<file path="src/design/pdc_pkg.sv">
`default_nettype none
package pdc_pkg;
  // Register map
  localparam logic [7:0] REG_CTRL_OFS      = 8'h00;
  localparam logic [7:0] REG_STATUS_OFS    = 8'h04;
  localparam int         CTRL_LATCH_BIT    = 0;
  localparam int         CTRL_EXT_BIT      = 1;
  localparam int         CTRL_CHAIN_BIT    = 2;
  localparam logic [2:0] CTRL_RESET        = 3'h4;
  localparam int         STAT_ADDR_LSB     = 0;
  localparam int         STAT_STATE_LSB    = 3;
  localparam int         STAT_LSS_BIT      = 6;
  localparam int         STAT_FLAGS_LSB    = 7;
  localparam logic [1:0] AXI_OKAY          = 2'h0;
  localparam logic [1:0] AXI_SLVERR        = 2'h2;

  // Response words
  localparam logic [9:0] RC_OK             = 10'h1e1;
  localparam logic [9:0] RC_ERR            = 10'h1e2;
  localparam logic [9:0] RD_ZERO           = 10'h000;
  localparam logic [9:0] RD_SW_OFF         = 10'h111;
  localparam logic [2:0] ADDR_NONE         = 3'h0;
  localparam logic [2:0] ADDR_BCAST        = 3'h7;
  localparam logic [2:0] FC_ZERO           = 3'h0;
  localparam logic [2:0] FC_ONES           = 3'h7;

  // Error codes, standard and extended
  localparam logic [9:0] EC_STD_OFFSET     = 10'h1f4;
  localparam logic [9:0] EC_SELFTEST       = 10'h1ea;
  localparam logic [9:0] EC_EXT_COMM       = 10'h1ef;
  localparam logic [9:0] EC_EXT_TEST       = 10'h1ee;
  localparam logic [9:0] EC_EXT_OFFSET     = 10'h1ed;
  localparam logic [9:0] EC_EXT_TEMP       = 10'h1ec;
  localparam logic [9:0] EC_EXT_MEM        = 10'h1eb;

  // Error flag positions
  localparam int         FL_COMM           = 0;
  localparam int         FL_TEST           = 1;
  localparam int         FL_OFFSET         = 2;
  localparam int         FL_TEMP           = 3;
  localparam int         FL_MEM            = 4;
  localparam int         FL_SELF           = 5;
  localparam logic [5:0] FL_TEMPORARY      = 6'h0f;

  // Sync pulses spent in each init phase
  localparam logic [7:0] PH2_SYNC_CNT      = 8'h08;
  localparam logic [7:0] PH3_SYNC_CNT      = 8'h08;

  typedef enum logic [2:0] {
    ST_WAIT_ADDR = 3'b000,
    ST_PROG      = 3'b001,
    ST_PH2       = 3'b011,
    ST_PH3       = 3'b010,
    ST_RUN       = 3'b110,
    ST_OFF       = 3'b111
  } pdc_state_t;

  typedef enum logic [2:0] {
    SL_NONE  = 3'h0,
    SL_DC0   = 3'h1,
    SL_DC1_L = 3'h2,
    SL_DC2_L = 3'h3,
    SL_DC1_H = 3'h4,
    SL_DC2_H = 3'h5,
    SL_DC3_H = 3'h6
  } pdc_slot_t;

  typedef enum logic [1:0] {
    IK_DATA     = 2'h0,
    IK_READY    = 2'h1,
    IK_READY_NL = 2'h2
  } pdc_init_kind_t;
endpackage
`default_nettype wire

</file>
<file path="src/design/pdc_chain.sv">
// Notes on behaviour
// RL1: Set-address to address 0 adopts function code as address, answers OK plus address.
// RL2: Command to address 7, code 000, is run mode; answer OK, data 0x000.
// RL3: Own address 1-6 with code 000 switches low-side switch on; OK 0x000.
// RL4: Own address 1-6 with code 111 switches low-side switch off; OK 0x111.
// RL5: Programmed device accepts set-address at its own address and takes new one.
// RL6: Good command answers 0x1E1; transmission error during command answers 0x1E2.
// RL7: Addresses 1-6 select fixed slots for source IDs 0 and 2; 0, 7 none.
// RL8: Programming address 7 is ignored; the old address stays.
// RL9: Programming-mode entry before any set-address disables chain operation.
// RL10: Supply error or test mode: chain commands ignored; other errors no effect.
// RL11: Supply error in phases 2 and 3 ignores sync pulses until it clears.
// RL12: Temperature or memory error still lets init data be transmitted.
// RL13: Blocking error in phase 3 holds run mode; ready sent before run.
// RL14: Unprogrammed lock region sends ready-but-not-locked instead of ready.
// RL15: Latch select clear: an error message clears temporary error status.
// RL16: Standard codes: offset 0x1F4, self-test 0x1EA; supply, not-locked no code.
// RL17: Extended codes 0x1EF, 0x1EE, 0x1ED, 0x1EC, 0x1EB, 0x1EA.
// RL18: Auto-clear: supply to temperature temporary; memory, self-test held to reset.
// RL19: Offset or self-test error on either channel reported on both channels.
// RL20: Receiver precedes set-address by 31 to 60 sync pulses.
// RL21: Framing or CRC error in a command gives no response.
// RL22: Responses use the source-ID-0 slot of the device address.
// RL23: After run-mode answer all commands ignored; phases 2, 3 follow sync pulses.
// RL24: Unprogrammed device acts only on set-address to address 000.
//
// Chosen here: the AXI4-Lite slave port and the register addresses.
`timescale 1ns/1ns
`default_nettype none
module pdc_chain
  import pdc_pkg::*;
(
  // Clock and reset
  input  wire logic       clk,
  input  wire logic       rst_n,
  // AXI4-Lite slave
  input  wire logic [7:0] s_axi_awaddr,
  input  wire logic       s_axi_awvalid,
  output logic            s_axi_awready,
  input  wire logic [31:0] s_axi_wdata,
  input  wire logic [3:0] s_axi_wstrb,
  input  wire logic       s_axi_wvalid,
  output logic            s_axi_wready,
  output logic [1:0]      s_axi_bresp,
  output logic            s_axi_bvalid,
  input  wire logic       s_axi_bready,
  input  wire logic [7:0] s_axi_araddr,
  input  wire logic       s_axi_arvalid,
  output logic            s_axi_arready,
  output logic [31:0]     s_axi_rdata,
  output logic [1:0]      s_axi_rresp,
  output logic            s_axi_rvalid,
  input  wire logic       s_axi_rready,
  // Decoded commands from the supply-line receiver
  input  wire logic       cmd_valid,
  input  wire logic [2:0] cmd_addr,
  input  wire logic [2:0] cmd_fc,
  input  wire logic       cmd_frame_err,
  input  wire logic       cmd_crc_err,
  input  wire logic       cmd_tx_err,
  input  wire logic       pme_valid,
  input  wire logic       sync_pulse,
  // Internal error conditions
  input  wire logic       supply_err,
  input  wire logic       comm_err,
  input  wire logic       test_mode_on,
  input  wire logic [1:0] offset_err,
  input  wire logic       temp_err,
  input  wire logic       mem_err,
  input  wire logic [1:0] selftest_err,
  input  wire logic       lock_region_programmed,
  // Command responses
  output logic            resp_valid,
  output logic [9:0]      response_code_word,
  output logic [9:0]      response_data_word,
  output pdc_slot_t       resp_slot,
  output pdc_slot_t       sid2_slot,
  output logic            lss_on,
  // Initialization and normal-mode frames
  output logic            init_tx_valid,
  output pdc_init_kind_t  init_tx_kind,
  output logic            run_mode,
  output logic            frame_valid,
  output logic            frame_is_err,
  output logic [9:0]      frame_code
);

  ////////////////////////////////////////////////////////////////////////
  // Helpers

  function automatic pdc_slot_t slot_sid0(input logic [2:0] a);
    unique case (a)
      3'h1:    slot_sid0 = SL_DC0;
      3'h2:    slot_sid0 = SL_DC1_L;
      3'h3:    slot_sid0 = SL_DC2_L;
      3'h4:    slot_sid0 = SL_DC1_H;
      3'h5:    slot_sid0 = SL_DC2_H;
      3'h6:    slot_sid0 = SL_DC3_H;
      default: slot_sid0 = SL_NONE;
    endcase
  endfunction

  function automatic pdc_slot_t slot_sid2(input logic [2:0] a);
    unique case (a)
      3'h1:    slot_sid2 = SL_DC1_L;
      3'h2:    slot_sid2 = SL_DC2_L;
      3'h3:    slot_sid2 = SL_DC0;
      3'h4:    slot_sid2 = SL_DC2_H;
      3'h5:    slot_sid2 = SL_DC3_H;
      3'h6:    slot_sid2 = SL_DC0;
      default: slot_sid2 = SL_NONE;
    endcase
  endfunction

  // Returns {has_code, code}; held errors win over temporary ones
  function automatic logic [10:0] err_code(input logic [5:0] f, input logic ext);
    err_code = {1'b0, RD_ZERO};
    if (ext) begin
      if (f[FL_SELF]) err_code = {1'b1, EC_SELFTEST}; //RL17
      else if (f[FL_MEM]) err_code = {1'b1, EC_EXT_MEM};
      else if (f[FL_OFFSET]) err_code = {1'b1, EC_EXT_OFFSET};
      else if (f[FL_TEMP]) err_code = {1'b1, EC_EXT_TEMP};
      else if (f[FL_TEST]) err_code = {1'b1, EC_EXT_TEST};
      else if (f[FL_COMM]) err_code = {1'b1, EC_EXT_COMM};
    end else begin
      if (f[FL_SELF]) err_code = {1'b1, EC_SELFTEST}; //RL16
      else if (f[FL_OFFSET]) err_code = {1'b1, EC_STD_OFFSET};
    end
  endfunction

  ////////////////////////////////////////////////////////////////////////
  // State

  typedef struct packed {
    logic           awready;
    logic           wready;
    logic           aw_got;
    logic           w_got;
    logic [7:0]     awaddr;
    logic [31:0]    wdata;
    logic [3:0]     wstrb;
    logic           bvalid;
    logic [1:0]     bresp;
    logic           arready;
    logic           rvalid;
    logic [31:0]    rdata;
    logic [1:0]     rresp;
    logic [2:0]     ctrl;
    pdc_state_t     st;
    logic           run;
    logic [2:0]     addr;
    logic [7:0]     cnt;
    logic [5:0]     flags;
    logic           resp_valid;
    logic [9:0]     rc;
    logic [9:0]     rd;
    pdc_slot_t      slot;
    pdc_slot_t      slot2;
    logic           lss;
    logic           init_valid;
    pdc_init_kind_t init_kind;
    logic           frame_valid;
    logic           frame_err;
    logic [9:0]     frame_code;
  } pdc_regs_t;

  pdc_regs_t s_reg;
  pdc_regs_t s_next;

  logic [5:0]  err_in;
  logic [10:0] code_now;
  logic        cmd_ok;
  logic        chain_blocked;
  logic [2:0]  new_addr;

  assign err_in = {|selftest_err, mem_err, temp_err, |offset_err, test_mode_on, comm_err}; //RL19
  assign code_now = err_code(s_reg.flags, s_reg.ctrl[CTRL_EXT_BIT]);
  assign cmd_ok = cmd_valid & ~cmd_frame_err & ~cmd_crc_err; //RL21
  // A disabled chain behaves like a blocked one: commands are dropped unanswered
  assign chain_blocked = supply_err | test_mode_on | ~s_reg.ctrl[CTRL_CHAIN_BIT]; //RL10
  assign new_addr = cmd_fc;

  ////////////////////////////////////////////////////////////////////////
  // Next state

  always_comb begin
    s_next = s_reg;
    s_next.resp_valid = 1'b0;
    s_next.init_valid = 1'b0;
    s_next.frame_valid = 1'b0;

    // AXI4-Lite write path: address and data accepted in either order
    if (s_axi_awvalid && s_reg.awready) begin
      s_next.aw_got = 1'b1;
      s_next.awaddr = s_axi_awaddr;
    end
    if (s_axi_wvalid && s_reg.wready) begin
      s_next.w_got = 1'b1;
      s_next.wdata = s_axi_wdata;
      s_next.wstrb = s_axi_wstrb;
    end
    if (s_reg.bvalid && s_axi_bready) begin
      s_next.bvalid = 1'b0;
    end
    if (s_reg.aw_got && s_reg.w_got && !s_reg.bvalid) begin
      s_next.aw_got = 1'b0;
      s_next.w_got = 1'b0;
      s_next.bvalid = 1'b1;
      s_next.bresp = AXI_OKAY;
      if (s_reg.awaddr[7:2] == REG_CTRL_OFS[7:2]) begin
        if (s_reg.wstrb[0]) begin
          s_next.ctrl = s_reg.wdata[2:0];
        end
      end else if (s_reg.awaddr[7:2] != REG_STATUS_OFS[7:2]) begin
        s_next.bresp = AXI_SLVERR;
      end
    end
    // Ready drops in the capture cycle so a held valid is never taken twice
    s_next.awready = ~s_next.aw_got & ~(s_axi_awvalid & s_reg.awready);
    s_next.wready = ~s_next.w_got & ~(s_axi_wvalid & s_reg.wready);

    // AXI4-Lite read path
    if (s_reg.rvalid && s_axi_rready) begin
      s_next.rvalid = 1'b0;
    end
    if (s_axi_arvalid && s_reg.arready) begin
      s_next.rvalid = 1'b1;
      s_next.rresp = AXI_OKAY;
      s_next.rdata = '0;
      if (s_axi_araddr[7:2] == REG_CTRL_OFS[7:2]) begin
        s_next.rdata[2:0] = s_reg.ctrl;
      end else if (s_axi_araddr[7:2] == REG_STATUS_OFS[7:2]) begin
        s_next.rdata[STAT_ADDR_LSB +: 3] = s_reg.addr;
        s_next.rdata[STAT_STATE_LSB +: 3] = s_reg.st;
        s_next.rdata[STAT_LSS_BIT] = s_reg.lss;
        s_next.rdata[STAT_FLAGS_LSB +: 6] = s_reg.flags;
      end else begin
        s_next.rresp = AXI_SLVERR;
      end
    end
    s_next.arready = ~s_next.rvalid & ~(s_axi_arvalid & s_reg.arready);

    // Error status: a new error always wins over a clear in the same cycle
    s_next.flags = s_reg.flags | err_in;

    unique case (s_reg.st)
      ST_WAIT_ADDR: begin
        if (pme_valid) begin
          s_next.st = ST_OFF; //RL9
        end else if (cmd_ok && !chain_blocked && cmd_addr == ADDR_NONE) begin //RL24
          s_next.slot = slot_sid0(s_reg.addr);
          s_next.rd = RD_ZERO;
          if (cmd_tx_err) begin
            s_next.resp_valid = 1'b1;
            s_next.rc = RC_ERR; //RL6
          end else if (new_addr != ADDR_BCAST && new_addr != ADDR_NONE) begin //RL8
            s_next.addr = new_addr; //RL1
            s_next.st = ST_PROG;
            s_next.resp_valid = 1'b1;
            s_next.rc = RC_OK; //RL6
            s_next.rd = {7'h00, new_addr};
            s_next.slot = slot_sid0(new_addr); //RL22
            s_next.slot2 = slot_sid2(new_addr); //RL7
          end
        end
      end
      ST_PROG: begin
        if (cmd_ok && !chain_blocked &&
            (cmd_addr == s_reg.addr || cmd_addr == ADDR_BCAST)) begin
          s_next.rc = RC_OK;
          s_next.rd = RD_ZERO;
          s_next.slot = slot_sid0(s_reg.addr); //RL22
          s_next.resp_valid = 1'b1;
          if (cmd_tx_err) begin
            s_next.rc = RC_ERR; //RL6
          end else if (cmd_addr == ADDR_BCAST) begin
            if (cmd_fc == FC_ZERO) begin
              s_next.st = ST_PH2; //RL2
              s_next.cnt = '0;
            end else begin
              s_next.resp_valid = 1'b0;
            end
          end else if (cmd_fc == FC_ZERO) begin
            s_next.lss = 1'b1; //RL3
          end else if (cmd_fc == FC_ONES) begin
            s_next.lss = 1'b0; //RL4
            s_next.rd = RD_SW_OFF;
          end else begin
            s_next.addr = new_addr; //RL5
            s_next.rd = {7'h00, new_addr};
            s_next.slot = slot_sid0(new_addr);
            s_next.slot2 = slot_sid2(new_addr); //RL7
          end
        end
      end
      // Commands are no longer decoded from here on
      ST_PH2: begin
        if (sync_pulse && !supply_err) begin //RL11 RL23
          s_next.init_valid = 1'b1; //RL12
          s_next.init_kind = IK_DATA;
          s_next.cnt = s_reg.cnt + 8'h01;
          if (s_reg.cnt == PH2_SYNC_CNT - 8'h01) begin
            s_next.st = ST_PH3;
            s_next.cnt = '0;
          end
        end
      end
      ST_PH3: begin
        // Each accepted pulse sends a ready message, so run mode is never
        // entered before one has gone out after the error cleared
        if (sync_pulse && !supply_err) begin //RL11 RL13
          s_next.init_valid = 1'b1; //RL12
          s_next.init_kind = lock_region_programmed ? IK_READY : IK_READY_NL; //RL14
          if (s_reg.cnt >= PH3_SYNC_CNT - 8'h01) begin
            s_next.st = ST_RUN;
          end else begin
            s_next.cnt = s_reg.cnt + 8'h01;
          end
        end
      end
      ST_RUN: begin
        if (sync_pulse && !supply_err) begin //RL18
          s_next.frame_valid = 1'b1;
          s_next.frame_err = code_now[10];
          s_next.frame_code = code_now[9:0]; //RL16 RL17 RL19
          if (code_now[10] && !s_reg.ctrl[CTRL_LATCH_BIT]) begin
            s_next.flags = (s_reg.flags & ~FL_TEMPORARY) | err_in; //RL15 RL18
          end
        end
      end
      ST_OFF: begin
      end
    endcase
    // Run indicator is kept in its own flop so the output needs no decode
    // after the register; it follows the state with no extra delay
    s_next.run = (s_next.st == ST_RUN);
  end

  ////////////////////////////////////////////////////////////////////////
  // Registers

  always_ff @(posedge clk) begin
    if (!rst_n) begin
      s_reg <= '0;
      s_reg.ctrl <= CTRL_RESET;
      s_reg.st <= ST_WAIT_ADDR;
      s_reg.slot <= SL_NONE;
      s_reg.slot2 <= SL_NONE;
      s_reg.init_kind <= IK_DATA;
    end else begin
      s_reg <= s_next;
    end
  end

  assign s_axi_awready = s_reg.awready;
  assign s_axi_wready = s_reg.wready;
  assign s_axi_bvalid = s_reg.bvalid;
  assign s_axi_bresp = s_reg.bresp;
  assign s_axi_arready = s_reg.arready;
  assign s_axi_rvalid = s_reg.rvalid;
  assign s_axi_rdata = s_reg.rdata;
  assign s_axi_rresp = s_reg.rresp;
  assign resp_valid = s_reg.resp_valid;
  assign response_code_word = s_reg.rc;
  assign response_data_word = s_reg.rd;
  assign resp_slot = s_reg.slot;
  assign sid2_slot = s_reg.slot2;
  assign lss_on = s_reg.lss;
  assign init_tx_valid = s_reg.init_valid;
  assign init_tx_kind = s_reg.init_kind;
  assign run_mode = s_reg.run;
  assign frame_valid = s_reg.frame_valid;
  assign frame_is_err = s_reg.frame_err;
  assign frame_code = s_reg.frame_code;

endmodule
`default_nettype wire

</file>
<file path="config.mk">
export PLATFORM = sky130hd
export DESIGN_NAME = pdc_chain
export DESIGN_NICKNAME = d
export VERILOG_FILES = /design/src/design/pdc_pkg.sv /design/src/design/pdc_chain.sv
export SDC_FILE = /design/constraint.sdc
export NUM_CORES = 1
export LEC_CHECK = 0
export BUFFER_PORTS_ARGS = -buffer_cell sky130_fd_sc_hd__buf_2
export CAP_MARGIN = 0
export CELL_PAD_IN_SITES_DETAIL_PLACEMENT = 2
export CELL_PAD_IN_SITES_GLOBAL_PLACEMENT = 2
export CORE_MARGIN = 2
export CORE_UTILIZATION = 27
export DETAILED_ROUTE_END_ITERATION = 10
export PLACE_DENSITY_LB_ADDON = 0.1
export REMOVE_ABC_BUFFERS = 1
export SETUP_SLACK_MARGIN = 0.3
export SYNTH_ARGS = -nofsm -noshare
export SYNTH_HDL_FRONTEND = slang
export SYNTH_SLANG_ARGS = --single-unit
</file>
<file path="constraint.sdc">
create_clock -name clk -period 3.2 [get_ports clk]
set_input_delay 0.16 -clock clk [delete_from_list [all_inputs] [get_ports clk]]
set_output_delay 0.16 -clock clk [all_outputs]
set_load 0.02 [all_outputs]
</file>
Word-level counts from Yosys, hierarchy flattened
Cells that the tools add are included.
Widths: inputs -> output; s select.
{ "classes": {"bitwise_logic": 23, "n_lt_le_gt_ge": 1, "n_reduce_logical": 41, "addsub": 1, "n_eq_ne": 39, "mux": 82} }
{ "ops": {"columns": ["op", "n"], "rows": [
  ["$mux 11", 12],
  ["$mux 27", 3],
  ["$mux 3", 23],
  ["$pmux 27 s2", 1],
  ["$mux 8", 6],
  ["$pmux 3 s6", 2],
  ["$mux 35", 1],
  ["$mux 17", 2],
  ["$eq 3x3->1 const B", 10],
  ["$mux 28", 1],
  ["$ne 2x2->1 const B", 14],
  ["$mux 6", 4],
  ["$pmux 8 s3", 1],
  ["$eq 3x2->1 const B", 6],
  ["$mux 16", 1],
  ["$mux 15", 1],
  ["$pmux 3 s5", 1],
  ["$mux 2", 7],
  ["$logic_and 1x1->1", 13],
  ["$mux 13", 1],
  ["$logic_not 6->1", 2],
  ["$mux 12", 1],
  ["$or 6x6->6", 2],
  ["$pmux 3 s2", 2],
  ["other kinds (27)", 70]
]} }
{ "totals": {"register_bits": 103, "inputBits": 81, "out_inout_bits": 85} }

Depth between registers and ports, before layout
Gate-level depths: netlist (run 1).
{ "logic_depth": {"ltp_word": 11, "depth_mapped": 8} }

Worst setup path after synthesis (run 1)
Ideal clock, no wire load.
{ "synth_path": {"kind": "reg2reg", "from": "register s_reg[63] in the netlist's numbering", "to": "register s_reg[52] in the netlist's numbering", "setup_time_ps": 70, "path_stages_with_launch": 8, "n_path_buf": 1, "t_required_ps": 3130, "setup_slack_ps": 742, "arrival_ps": 2388, "path_cell_list": "dfxtp_1 > buf_6 > or3b_1 > or4_4 > o31a_1 > or3_4 > or3b_1 > a21oi_1"} }
{ "synth_via": {"elab_chain_len": 3} }
{ "synth_lines": {"columns": ["item", "line", "text"], "rows": [
  ["start: declaration", "pdc_chain.sv:167", "pdc_regs_t s_reg;"],
  ["start signal: assignment", "pdc_chain.sv:351", "s_reg <= s_next;"],
  ["$eq 3x2->1 / $eq 3x1->1 (equally long branches)", "pdc_chain.sv:246", "unique case (s_reg.st)"],
  ["$ne 2x2->1 (no line) / $reduce_bool 3->1 (equally long branches)", null, null],
  ["$reduce_and 8->1 (no line)", null, null]
]} }
Parallel ways exist; a longest one is shown, timed or not.
A chain may end at the register's enable or synchronous reset.

Final worst setup path (run 1)
Ends and elaborated chain as after synthesis.

==> results by group, run 1 <==
Yosys
  – Post-synth EDFFs: 0
  – Post-synth top area share: 38.3%
  – Mapped Area: 4230 sq um
  – Register area share after synthesis: 38.3%
  – Synth area leader: dfxtp_1
  – Most common cell in the netlist: dfxtp_1
  – Top FF cell, synth: dfxtp_1
  – Commonest cells in the netlist: dfxtp_1 (81), buf_4 (74), nor2_1 (56), a21oi_1 (46), nand2_1 (40)
  – Distinct cells, synth: 55
  – Synthesized flop and latch total: 81
  – Asr flop ratio synth: 0%
  – Ranking of synthesized cells by area: dfxtp_1 (38%), buf_4 (13%), a21oi_1 (5.4%)
  – Gate Count Post-Synth: 525
  – Syn_area_per_cell: 8.06 sq um
  – YS warnings: 0

Global route
  – Largest net degree at the start of global routing: 46
  – Vias in the first global route: 3723
  – Wire length of the first global-routing pass: 19900 um
  – Initial antenna violation count: 0
  – Global route overflow: 0
  – Gr usage total: 15.2%

Clock network
  – H-tree depth: 3
  – CTS root buf: clkbuf_16
  – CTS tree: yes
  – Clk pin slew, worst setup/hold paths: 0.06 ns
  – TritonCTS buffer count: 9
  – TritonCTS Sinks: 81
  – Clock tree buffer depth: 2
  – Post-CTS Setup Bufs: 0
  – Skew-Pair Late Insertion Delay: 0.35 ns
  – CTS Hold Bufs: 0
  – Post-CTS resize count: 0

Drt
  – DRC violations left: 0
  – Vias per cell: 4.68
  – Overall routed net length: 12500 um
  – Vias: 3667
  – DR WL/cell: 15.9 um
  – Routed Antenna Nets: 0
  – Detailed router's first-iteration violation count: 101
  – First-pass DRT Iterations: 4

Timing
  – Final setup viols: 0
  – Fmax: 0.381 GHz
  – Max-slew headroom: 55.2%
  – Fin crit share: 81.9%
  – Sum Neg Setup Slack: 0 ns
  – RSZ-0062 raised after global routing: no
  – Pins Over Slew Limit: 0
  – Final min period: 2.62 ns
  – WHS: 0.0139 ns
  – Worst slew pin tran: 0.662 ns
  – Fin. Hold Viols: 0
  – Final worst slack: 0.578 ns
  – Clock Skew: 0.00480 ns

Place
  – Pre-CTS worst setup slack: 0.590 ns
  – DP HPWL: 9160 um
  – IO Port Bufs: 98
  – Routability cong.: 0.735
  – Inst Count DP: 767

Worst setup path
  – Critical Path Start Type: flop
  – Critical path class: reg2reg
  – CP max FO: 10
  – WP data required: 3.47 ns
  – WP data arrival: 2.90 ns
  – CP Capture Type: flop

Finish
  – Final net count: 649
  – Fill count: 1814
  – Share of post-route cells with drive strength above 1: 23.8%
  – Max reg flops: 35
  – Area grow syn2layout: 12.8%
  – Finished Layout Cells: 784

Pwr
  – Worst vdd ir: 0.187 mV
  – Pwr Total: 2.31 mW
  – Leak pwr: 1.98 nW
  – Power density over the cells: 485 nW/um^2

Floorplan
  – Chip Width: 129 um
  – Starting Density: 27.7%
  – Die area: 16700 sq um
  – Core Rows: 45
  – Die Height: 129 um
  – Num ports: 166
  – Core Area: 15300 sq um

Status
  – Status: complete, no violations

Min path
  – Tightest Hold Check Type: in2reg

Job
  – Max-Cap Viols: 0
==> worst max-delay path, stage by stage, from the launching register on <==
cell and delay, ns:
dfxtp_1 0.40, or3b_1 0.38, or4_4 0.45, o31a_1 0.36
or3_4 0.44, or3b_1 0.38, a21oi_1 0.14
==> through the flow <==
stage / util, % / cell area, sq um
floorplan: - / 3660
global placement: 29.4 / 4480
detailed placement: 29.4 / 4480
CTS: 31.3 / 4770
global route: 31.3 / 4770
finish: 31.3 / 4780
==> power by group <==
group | switching [mW] | total (mW) | internal [mW] | leakage, nW
clock | 0.445 | 1.02 | 0.571 | 0.138
sequential | 0.0259 | 1.06 | 1.03 | 0.658
combinational | 0.162 | 0.238 | 0.0762 | 1.19
==> final timing paths <==
path / endpoint / depth (start not counted) / from / slack, ns
worst max register to register: s_reg[52]$_SDFFE_PN0P_ / 6 / s_reg[63]$_SDFF_PN0_ / 0.58
worst min register to register: s_reg[146]$_SDFFE_PN0P_ / 2 / s_reg[146]$_SDFFE_PN0P_ / 0.45
worst max-delay path: s_reg[52]$_SDFFE_PN0P_ / 6 / s_reg[63]$_SDFF_PN0_ / 0.58
worst min-delay path: s_reg[47]$_SDFF_PN0_ / 3 / mem_err / 0.01
==> cell type report <==
| cell class | count | area, sq um | share of cell area (%) |
|---|---|---|---|
| multi-input combinational | 360 | 2010 | 42.1 |
| sequential | 81 | 1620 | 34.0 |
| tap | 211 | 264 | 5.53 |
| inverter | 8 | 30.0 | 0.629 |
| timing repair buffer | 107 | 558 | 11.7 |
| antenna | 1 | 2.50 | 0.0524 |
| clock inverter | 5 | 37.5 | 0.786 |
| clock buffer | 11 | 253 | 5.29 |
==> per-layer routing <==
layer	GRT usage (%)	wire length (um)	up-vias
met5	0	0	-
met4	6.01	207	0
met3	2.68	463	12
met2	25.2	5990	78
met1	19.7	5830	1764
li1	-	-	1813
==> layout by cell type, fill, tap and decap left out, types with 4 or more instances in the layout <==
| master | netlist | layout |
|---|---|---|
| a21oi_1 | 46 | 46 |
| a22oi_1 | 14 | 14 |
| and2_1 | 6 | 6 |
| and3_1 | 8 | 8 |
| buf_2 | 0 | 98 |
| buf_4 | 74 | 9 |
| clkbuf_16 | 0 | 9 |
| conb_1 | 1 | 31 |
| dfxtp_1 | 81 | 81 |
| inv_1 | 7 | 7 |
| mux2i_1 | 10 | 10 |
| nand2_1 | 40 | 40 |
| nand2b_1 | 5 | 5 |
| nand3_1 | 18 | 18 |
| nand3b_1 | 6 | 6 |
| nor2_1 | 56 | 56 |
| nor2b_1 | 4 | 4 |
| nor3_1 | 16 | 16 |
| nor4_1 | 4 | 4 |
| nor4b_1 | 4 | 4 |
| o21a_1 | 5 | 5 |
| o21ai_0 | 25 | 25 |
| or3_1 | 7 | 7 |
| or3b_1 | 4 | 4 |
| or4_1 | 7 | 7 |
==> cells by family after synthesis <==
family / share of synthesized area [%]
and+or+nand+nor: 24.0
DFF: 38.3
buffers and inverters: 16.9
adders and majority gates: 0.295
muxes: 3.16
xor gates and xnor gates: 0.207
other: 0.0886
AOI/OAI and AO/OA: 17.1
Note: power is estimated with default switching activity, not from simulation.
==> run 2, diff against run 1 <==
==> constraint.sdc (replaced) <==
create_clock -name clk -period 2.5 [get_ports clk]
set_input_delay 0.125 -clock clk [delete_from_list [all_inputs] [get_ports clk]]
set_output_delay 0.125 -clock clk [all_outputs]
set_load 0.02 [all_outputs]
==> run 2 against run 1 <==
  * Clock skew rose by 0.0034 ns
  * Sequential power rose by 28%
  * Power rose by 33%
  * Flip-flop and latch count did not move
  * Utilization rose by 1.4 points
  * Maximum frequency rose by 9.9%
  * Critical endpoint is now s_reg[53]$_SDFFE_PN0P_
  * Largest cell class unchanged
==> results by group, run 2 (synthesized netlist as in run 1, its figures left out) <==
Status
  – Status: complete, no violations

Timing
  – Fin. Hold Viols: 0 (unchanged)
  – Fmax: 0.419 GHz (+9.9%)
  – Fin crit share: 95.4% (+13 points)
  – RSZ-0062 raised after global routing: yes
  – Pins Over Slew Limit: 0 (unchanged)
  – WHS: 0.0140 ns (+0.0000755 ns)
  – Worst slew pin tran: 0.609 ns (-0.0533 ns)
  – Clock Skew: 0.00821 ns (+0.00341 ns)
  – Max-slew headroom: 58.8% (+3.6 points)
  – Final setup viols: 0 (unchanged)
  – Final min period: 2.39 ns (-0.237 ns)
  – Sum Neg Setup Slack: 0 ns (unchanged)

Place
  – DP HPWL: 9610 um (+4.9%)
  – Routability cong.: 0.754 (+2.6%)
  – IO Port Bufs: 98 (unchanged)

Worst setup path
  – Critical Path Start Type: flop
  – CP Launch Point: s_reg[62]$_SDFF_PN0_
  – CP max FO: 6 (-4)
  – WP data arrival: 2.67 ns (-0.23 ns)
  – RR Startpoint: s_reg[62]$_SDFF_PN0_
  – R2R depth: 6 (unchanged)
  – End of the critical path: s_reg[53]$_SDFFE_PN0P_
  – Flop-to-flop setup slack: 0.11 ns (-0.46 ns)
  – R2r endpoint: s_reg[53]$_SDFFE_PN0P_
  – CP Capture Type: flop
  – Critical path class: reg2reg
  – WP data required: 2.79 ns (-0.68 ns)

Floorplan
  – Die area: 16700 sq um (unchanged)
  – Num ports: 166 (unchanged)
  – Starting Density: 27.7% (unchanged)
  – Die Height: 129 um (unchanged)
  – Chip Width: 129 um (unchanged)
  – Core Rows: 45 (unchanged)
  – Core Area: 15300 sq um (unchanged)

Finish
  – Share of post-route cells with drive strength above 1: 27.4% (+3.6 points)
  – Register Area: 1620 sq um (+0.15%)
  – Fill count: 1751 (-3.5%)
  – Area of the multi-input gates: 2080 sq um (+3.3%)
  – Max reg flops: 35 (unchanged)
  – Final net count: 665 (+2.5%)
  – Ant diodes: 0 (-1)
  – Commonest non-fill, non-tap cells in the layout: buf_2 (98), dfxtp_1 (79), nor2_1 (55), a21oi_1 (42), nand2_1 (40)
  – Area grow syn2layout: 17.9%
  – Commonest non-fill, non-tap cell in the layout: buf_2

Clock network
  – Clock tree buffer depth: 2 (unchanged)
  – CTS root buf: clkbuf_16
  – TritonCTS buffer count: 9 (unchanged)
  – TritonCTS Sinks: 81 (unchanged)
  – Skew-Pair Late Insertion Delay: 0.35 ns (about the same)
  – CTS tree: yes
  – H-tree depth: 3 (unchanged)
  – Clk pin slew, worst setup/hold paths: 0.07 ns (about the same)

Drt
  – DR WL/cell: 16.5 um (+3.6%)
  – Vias per cell: 4.75 (+1.5%)
  – Routed Antenna Nets: 0 (unchanged)
  – Overall routed net length: 13200 um (+5.6%)
  – DRC violations left: 0 (unchanged)
  – Detailed router's first-iteration violation count: 143 (+42%)
  – Vias: 3794 (+3.5%)
  – First-pass DRT Iterations: 5 (+1)

Global route
  – Global route overflow: 0 (unchanged)
  – Initial antenna violation count: 0 (unchanged)
  – Wire length of the first global-routing pass: 21200 um (+6.2%)
  – Largest net degree at the start of global routing: 26 (-43%)
  – Gr usage total: 16.3% (+1.0 points)
  – Vias in the first global route: 4008 (+7.7%)

Min path
  – Tightest Hold Check Type: in2reg

Pwr
  – Leak pwr: 2.08 nW (+4.8%)
  – Power density over the cells: 618 nW/um^2 (+28%)
  – Worst vdd ir: 0.338 mV (+81%)

Job
  – Max-Cap Viols: 0 (unchanged)
run 2: changes by cell type in the layout (fill, tap and decap cells not counted), moves of 2 or more:
cell           before  now
a21oi_1            46   42
dfxtp_2             0    2
o21ai_0            25   17
buf_4               9   21
dlygate4sd3_1       0    3
o21ai_1             0    6
a21oi_2             0    3
dfxtp_1            81   79
o21ai_2             0    2
run 2: worst min path at each step:
| stage | slack [ns] | cells after the start | start | to |
|---|---|---|---|---|
| floorplan | 0.19 | 1 | rst_n | s_reg[66]$_SDFFE_PN1P_ |
| finish | 0.01 | 3 | selftest_err[1] | s_reg[48]$_SDFF_PN0_ |
| global route | 0.006 | 3 | selftest_err[0] | s_reg[48]$_SDFF_PN0_ |
| detailed placement | 0.34 | 3 | mem_err | s_reg[47]$_SDFF_PN0_ |
| CTS | 0.009 | 3 | selftest_err[1] | s_reg[48]$_SDFF_PN0_ |
| global placement | 0.33 | 3 | mem_err | s_reg[47]$_SDFF_PN0_ |
run 2: metal layers:
metal / share of wire [%] / vias up / track usage [%]
met1: 46 / 1857 / 20.0
met4: 0.92 / 0 / 4.22
met2: 49 / 84 / 27.9
met5: 0 / - / 0
met3: 4.8 / 11 / 4.67
li1: - / 1842 / -
run 2: what timing repair did:
| action | in CTS | in global routing |
|---|---|---|
| hold endpoints to repair | 3 | 0 |
| buffers inserted | 1 | 2 |
| endpoints found under the setup margin | 15 | 21 |
| gates resized for setup | 8 | 21 |
| pin swaps | 9 | 6 |
| hold buffers | 3 | 0 |
| cloned | 1 | 0 |
run 2: final cells by class:
cell class                      count  area share [%]
Clock inverter                      4            1.03
Timing Repair Buffer              123            13.8
Clock buffer                       12            5.14
Tap cell                          211            5.29
Multi-Input combinational cell    360            41.6
Inverter                            8           0.602
Sequential cell                    81            32.5
run 2: stage by stage:
stage	area (sq um)	worst slack, ns	utilization, %	std cells	power (mW)
4_1_cts	4920	0.0858	32.3	797	3.13
2_1_floorplan	3660	-0.147	-	449	1.55
3_3_place_gp	4550	0.0679	29.8	776	1.70
5_1_grt	4990	0.0587	32.7	799	3.23
3_5_place_dp	4550	0.0175	29.8	776	1.71
6_report	4990	0.114	32.7	799	3.08
run 2: worst max-delay path: stages (launching register included):
cell and delay [ns]:
dfxtp_2 0.32, or3b_1 0.37, or4_4 0.43, o31a_1 0.33, or3_4 0.38, or3b_1 0.38
a21oi_2 0.12
run 2: power breakdown:
part | internal [mW] | total [mW] | switching (mW)
clock | 0.829 | 1.40 | 0.569
combinational | 0.111 | 0.331 | 0.220
sequential | 1.32 | 1.36 | 0.0306
total | 2.26 | 3.08 | 0.820
==> run 3, diff against run 2 <==
--- a/config.mk
+++ b/config.mk
@@ -9,7 +9,7 @@
 export CAP_MARGIN = 0
 export CELL_PAD_IN_SITES_DETAIL_PLACEMENT = 2
 export CELL_PAD_IN_SITES_GLOBAL_PLACEMENT = 2
-export CORE_MARGIN = 2
+export CORE_MARGIN = 3
 export CORE_UTILIZATION = 27
 export DETAILED_ROUTE_END_ITERATION = 10
 export PLACE_DENSITY_LB_ADDON = 0.1
==> run 3 against run 2 <==
  * Die area grew 3.1%
  * Critical path depth is the same
  * Worst hold slack gained 0.0029 ns
  * First-iteration DRC count shrank 30%
  * Power shrank 2.2%
  * Register-to-register slack is essentially flat
  * Utilization shrank 0.082 points
  * Non-clock buffer count grew 2
  * Global-route usage shrank 0.93 points
  * Combinational power is essentially flat
  * Setup slack lost 0.0043 ns
  * Flip-flop and latch count is the same
  * Largest cell class unchanged
  * Largest power group is now registers
==> results by group, run 3 (synthesized netlist as in run 1, its figures left out) <==
Pwr
  – Psw: 811 uW (-1.1%)
  – Int Pwr: 2.21 mW (-2.6%)
  – Reg power frac: 44.9% (+1.0 points)
  – Pwr Total: 3.02 mW (-2.2%)
  – Sw frac: 26.9% (+0.30 points)
  – Share of total power in the clock network: 44.1% (-1.2 points)
  – Combinational Power Share: 11.0% (+0.3 points)
  – Power density over the cells: 606 nW/um^2 (-1.9%)
  – Worst vdd ir: 0.286 mV (-15%)
  – Leak pwr: 2.08 nW (+0.31%)

Timing
  – Fmax: 0.418 GHz (-0.18%)
  – Fin crit share: 95.6% (+0.17 points)
  – Max-slew headroom: 51.7% (-7.1 points)
  – Fin. Hold Viols: 0 (unchanged)
  – Final min period: 2.39 ns (+0.00425 ns)
  – Pins Over Slew Limit: 0 (unchanged)
  – Final setup viols: 0 (unchanged)
  – Clock Skew: 0.00440 ns (-0.00381 ns)
  – Worst slew pin tran: 0.724 ns (+0.115 ns)
  – RSZ-0062 raised after global routing: yes

Drt
  – DRC violations left: 0 (unchanged)
  – Overall routed net length: 13000 um (-1.6%)
  – Vias: 3783 (-0.29%)
  – Routed Antenna Nets: 0 (unchanged)
  – First-pass DRT Iterations: 5 (unchanged)
  – Detailed router's first-iteration violation count: 100 (-30%)
  – DR WL/cell: 16.2 um (-1.7%)
  – Vias per cell: 4.73 (-0.41%)

Place
  – Routability cong.: 0.790 (+4.8%)
  – Placed Instance Area: 4570 sq um (+0.33%)
  – IO Port Bufs: 98 (unchanged)
  – Inst Count DP: 778 (+0.26%)
  – DP HPWL: 9460 um (-1.5%)

Finish
  – Ant diodes: 0 (unchanged)
  – Area of the multi-input gates: 2060 sq um (-0.78%)
  – Share of post-route cells with drive strength above 1: 27.3% (-0.046 points)
  – Commonest non-fill, non-tap cell in the layout: buf_2
  – Area grow syn2layout: 17.6%
  – Final Instance Area: 4980 sq um (-0.25%)
  – Final net count: 667 (+0.30%)
  – Commonest non-fill, non-tap cells in the layout: buf_2 (98), dfxtp_1 (79), nor2_1 (55), a21oi_1 (42), nand2_1 (40)
  – Finished Layout Cells: 800 (+0.13%)
  – Max reg flops: 35 (unchanged)
  – Fill count: 1787 (+2.1%)
  – Register Area: 1620 sq um (unchanged)

Floorplan
  – Core Area: 15300 sq um (unchanged)
  – Chip Width: 131 um (+1.5%)
  – Die area: 17200 sq um (+3.1%)
  – Core Rows: 45 (unchanged)
  – Die Height: 131 um (+1.5%)
  – Starting Density: 27.7% (unchanged)
  – Num ports: 166 (unchanged)

Status
  – Status: complete, no violations

Worst setup path
  – Critical Path Start Type: flop
  – Critical path class: reg2reg
  – WP data arrival: 2.67 ns (about the same)
  – CP max FO: 6 (unchanged)
  – WP data required: 2.78 ns (about the same)
  – R2R depth: 6 (unchanged)
  – CP Capture Type: flop

Clock network
  – TritonCTS Sinks: 81 (unchanged)
  – Skew-Pair Late Insertion Delay: 0.35 ns (about the same)
  – Clk pin slew, worst setup/hold paths: 0.06 ns (about the same)
  – CTS root buf: clkbuf_16
  – Clock tree buffer depth: 2 (unchanged)
  – CTS tree: yes
  – H-tree depth: 3 (unchanged)
  – TritonCTS buffer count: 9 (unchanged)

Min path
  – Hold path cells: 3 (unchanged)
  – Tightest Hold Check Type: in2reg

Global route
  – Initial antenna violation count: 0 (unchanged)
  – Largest net degree at the start of global routing: 62 (+140%)
  – Wire length of the first global-routing pass: 21500 um (+1.5%)
  – Global route overflow: 0 (unchanged)
  – Gr usage total: 15.3% (-0.93 points)
  – Vias in the first global route: 4087 (+2.0%)

Job
  – Max-Cap Viols: 0 (unchanged)
==> run 3: final cells by class <==
class | instances | area share (%)
clock inverters | 5 | 1.16
clock buffers | 10 | 4.60
repair buffers | 125 | 14.4
multi-input cells | 360 | 41.4
inverters | 8 | 0.603
flip-flops and latches | 81 | 32.6
well taps | 211 | 5.30
==> run 3: per-stage QoR <==
step / util (%) / hold WS [ns] / setup TNS (ns) / worst slack, ns
5_1_grt: 32.6 / 0.0250 / 0 / 0.0458
4_1_cts: 32.2 / 0.00882 / 0 / 0.111
3_3_place_gp: 29.9 / 0.327 / 0 / 0.0386
6_report: 32.6 / 0.0170 / 0 / 0.110
3_5_place_dp: 29.9 / 0.346 / -0.0234 / -0.0150
2_1_floorplan: - / 0.187 / -1.05 / -0.147
==> run 3: power groups by stage <==
| stage | sequential [mW] | clock, mW | combinational (mW) |
|---|---|---|---|
| after floorplan | 1.39 | 0 | 0.159 |
| after global placement | 1.38 | 0 | 0.316 |
| after detailed placement | 1.38 | 0 | 0.322 |
| after CTS | 1.35 | 1.37 | 0.331 |
| after global routing | 1.36 | 1.43 | 0.372 |
| final | 1.35 | 1.33 | 0.332 |
==> run 3: worst max-delay path, stage by stage (launching register included) <==
cell and delay, ns:
dfxtp_2 0.32, or3b_1 0.36, or4_4 0.43, o31a_1 0.33, or3_4 0.38, or3b_4 0.39, a21oi_2 0.13
==> run 3: repair_timing <==
item | 4_1_cts | 5_1_grt
endpoints found under the setup margin | 14 | 18
buffers inserted | 2 | 1
endpoints found under the hold margin | 3 | 0
gates resized for setup | 5 | 22
pin swaps | 11 | 6
cloned | 0 | 0
hold buffers | 4 | 0
==> run 3: routing by layer <==
| layer | track usage [%] | routed length, um |
|---|---|---|
| met5 | 0 | 0 |
| met4 | 5.60 | 203 |
| met3 | 3.06 | 552 |
| met2 | 26.1 | 6260 |
| met1 | 19.3 | 5970 |
==> run 3: path summary, 6_finish.rpt <==
| kind | startpoint | end | slack, ns |
|---|---|---|---|
| setup reg to reg | s_reg[62]$_SDFF_PN0_ | s_reg[53]$_SDFFE_PN0P_ | 0.11 |
| hold reg to reg | s_reg[146]$_SDFFE_PN0P_ | s_reg[146]$_SDFFE_PN0P_ | 0.45 |
| hold / removal | comm_err | s_reg[43]$_SDFF_PN0_ | 0.02 |
| setup / recovery | s_reg[62]$_SDFF_PN0_ | s_reg[53]$_SDFFE_PN0P_ | 0.11 |
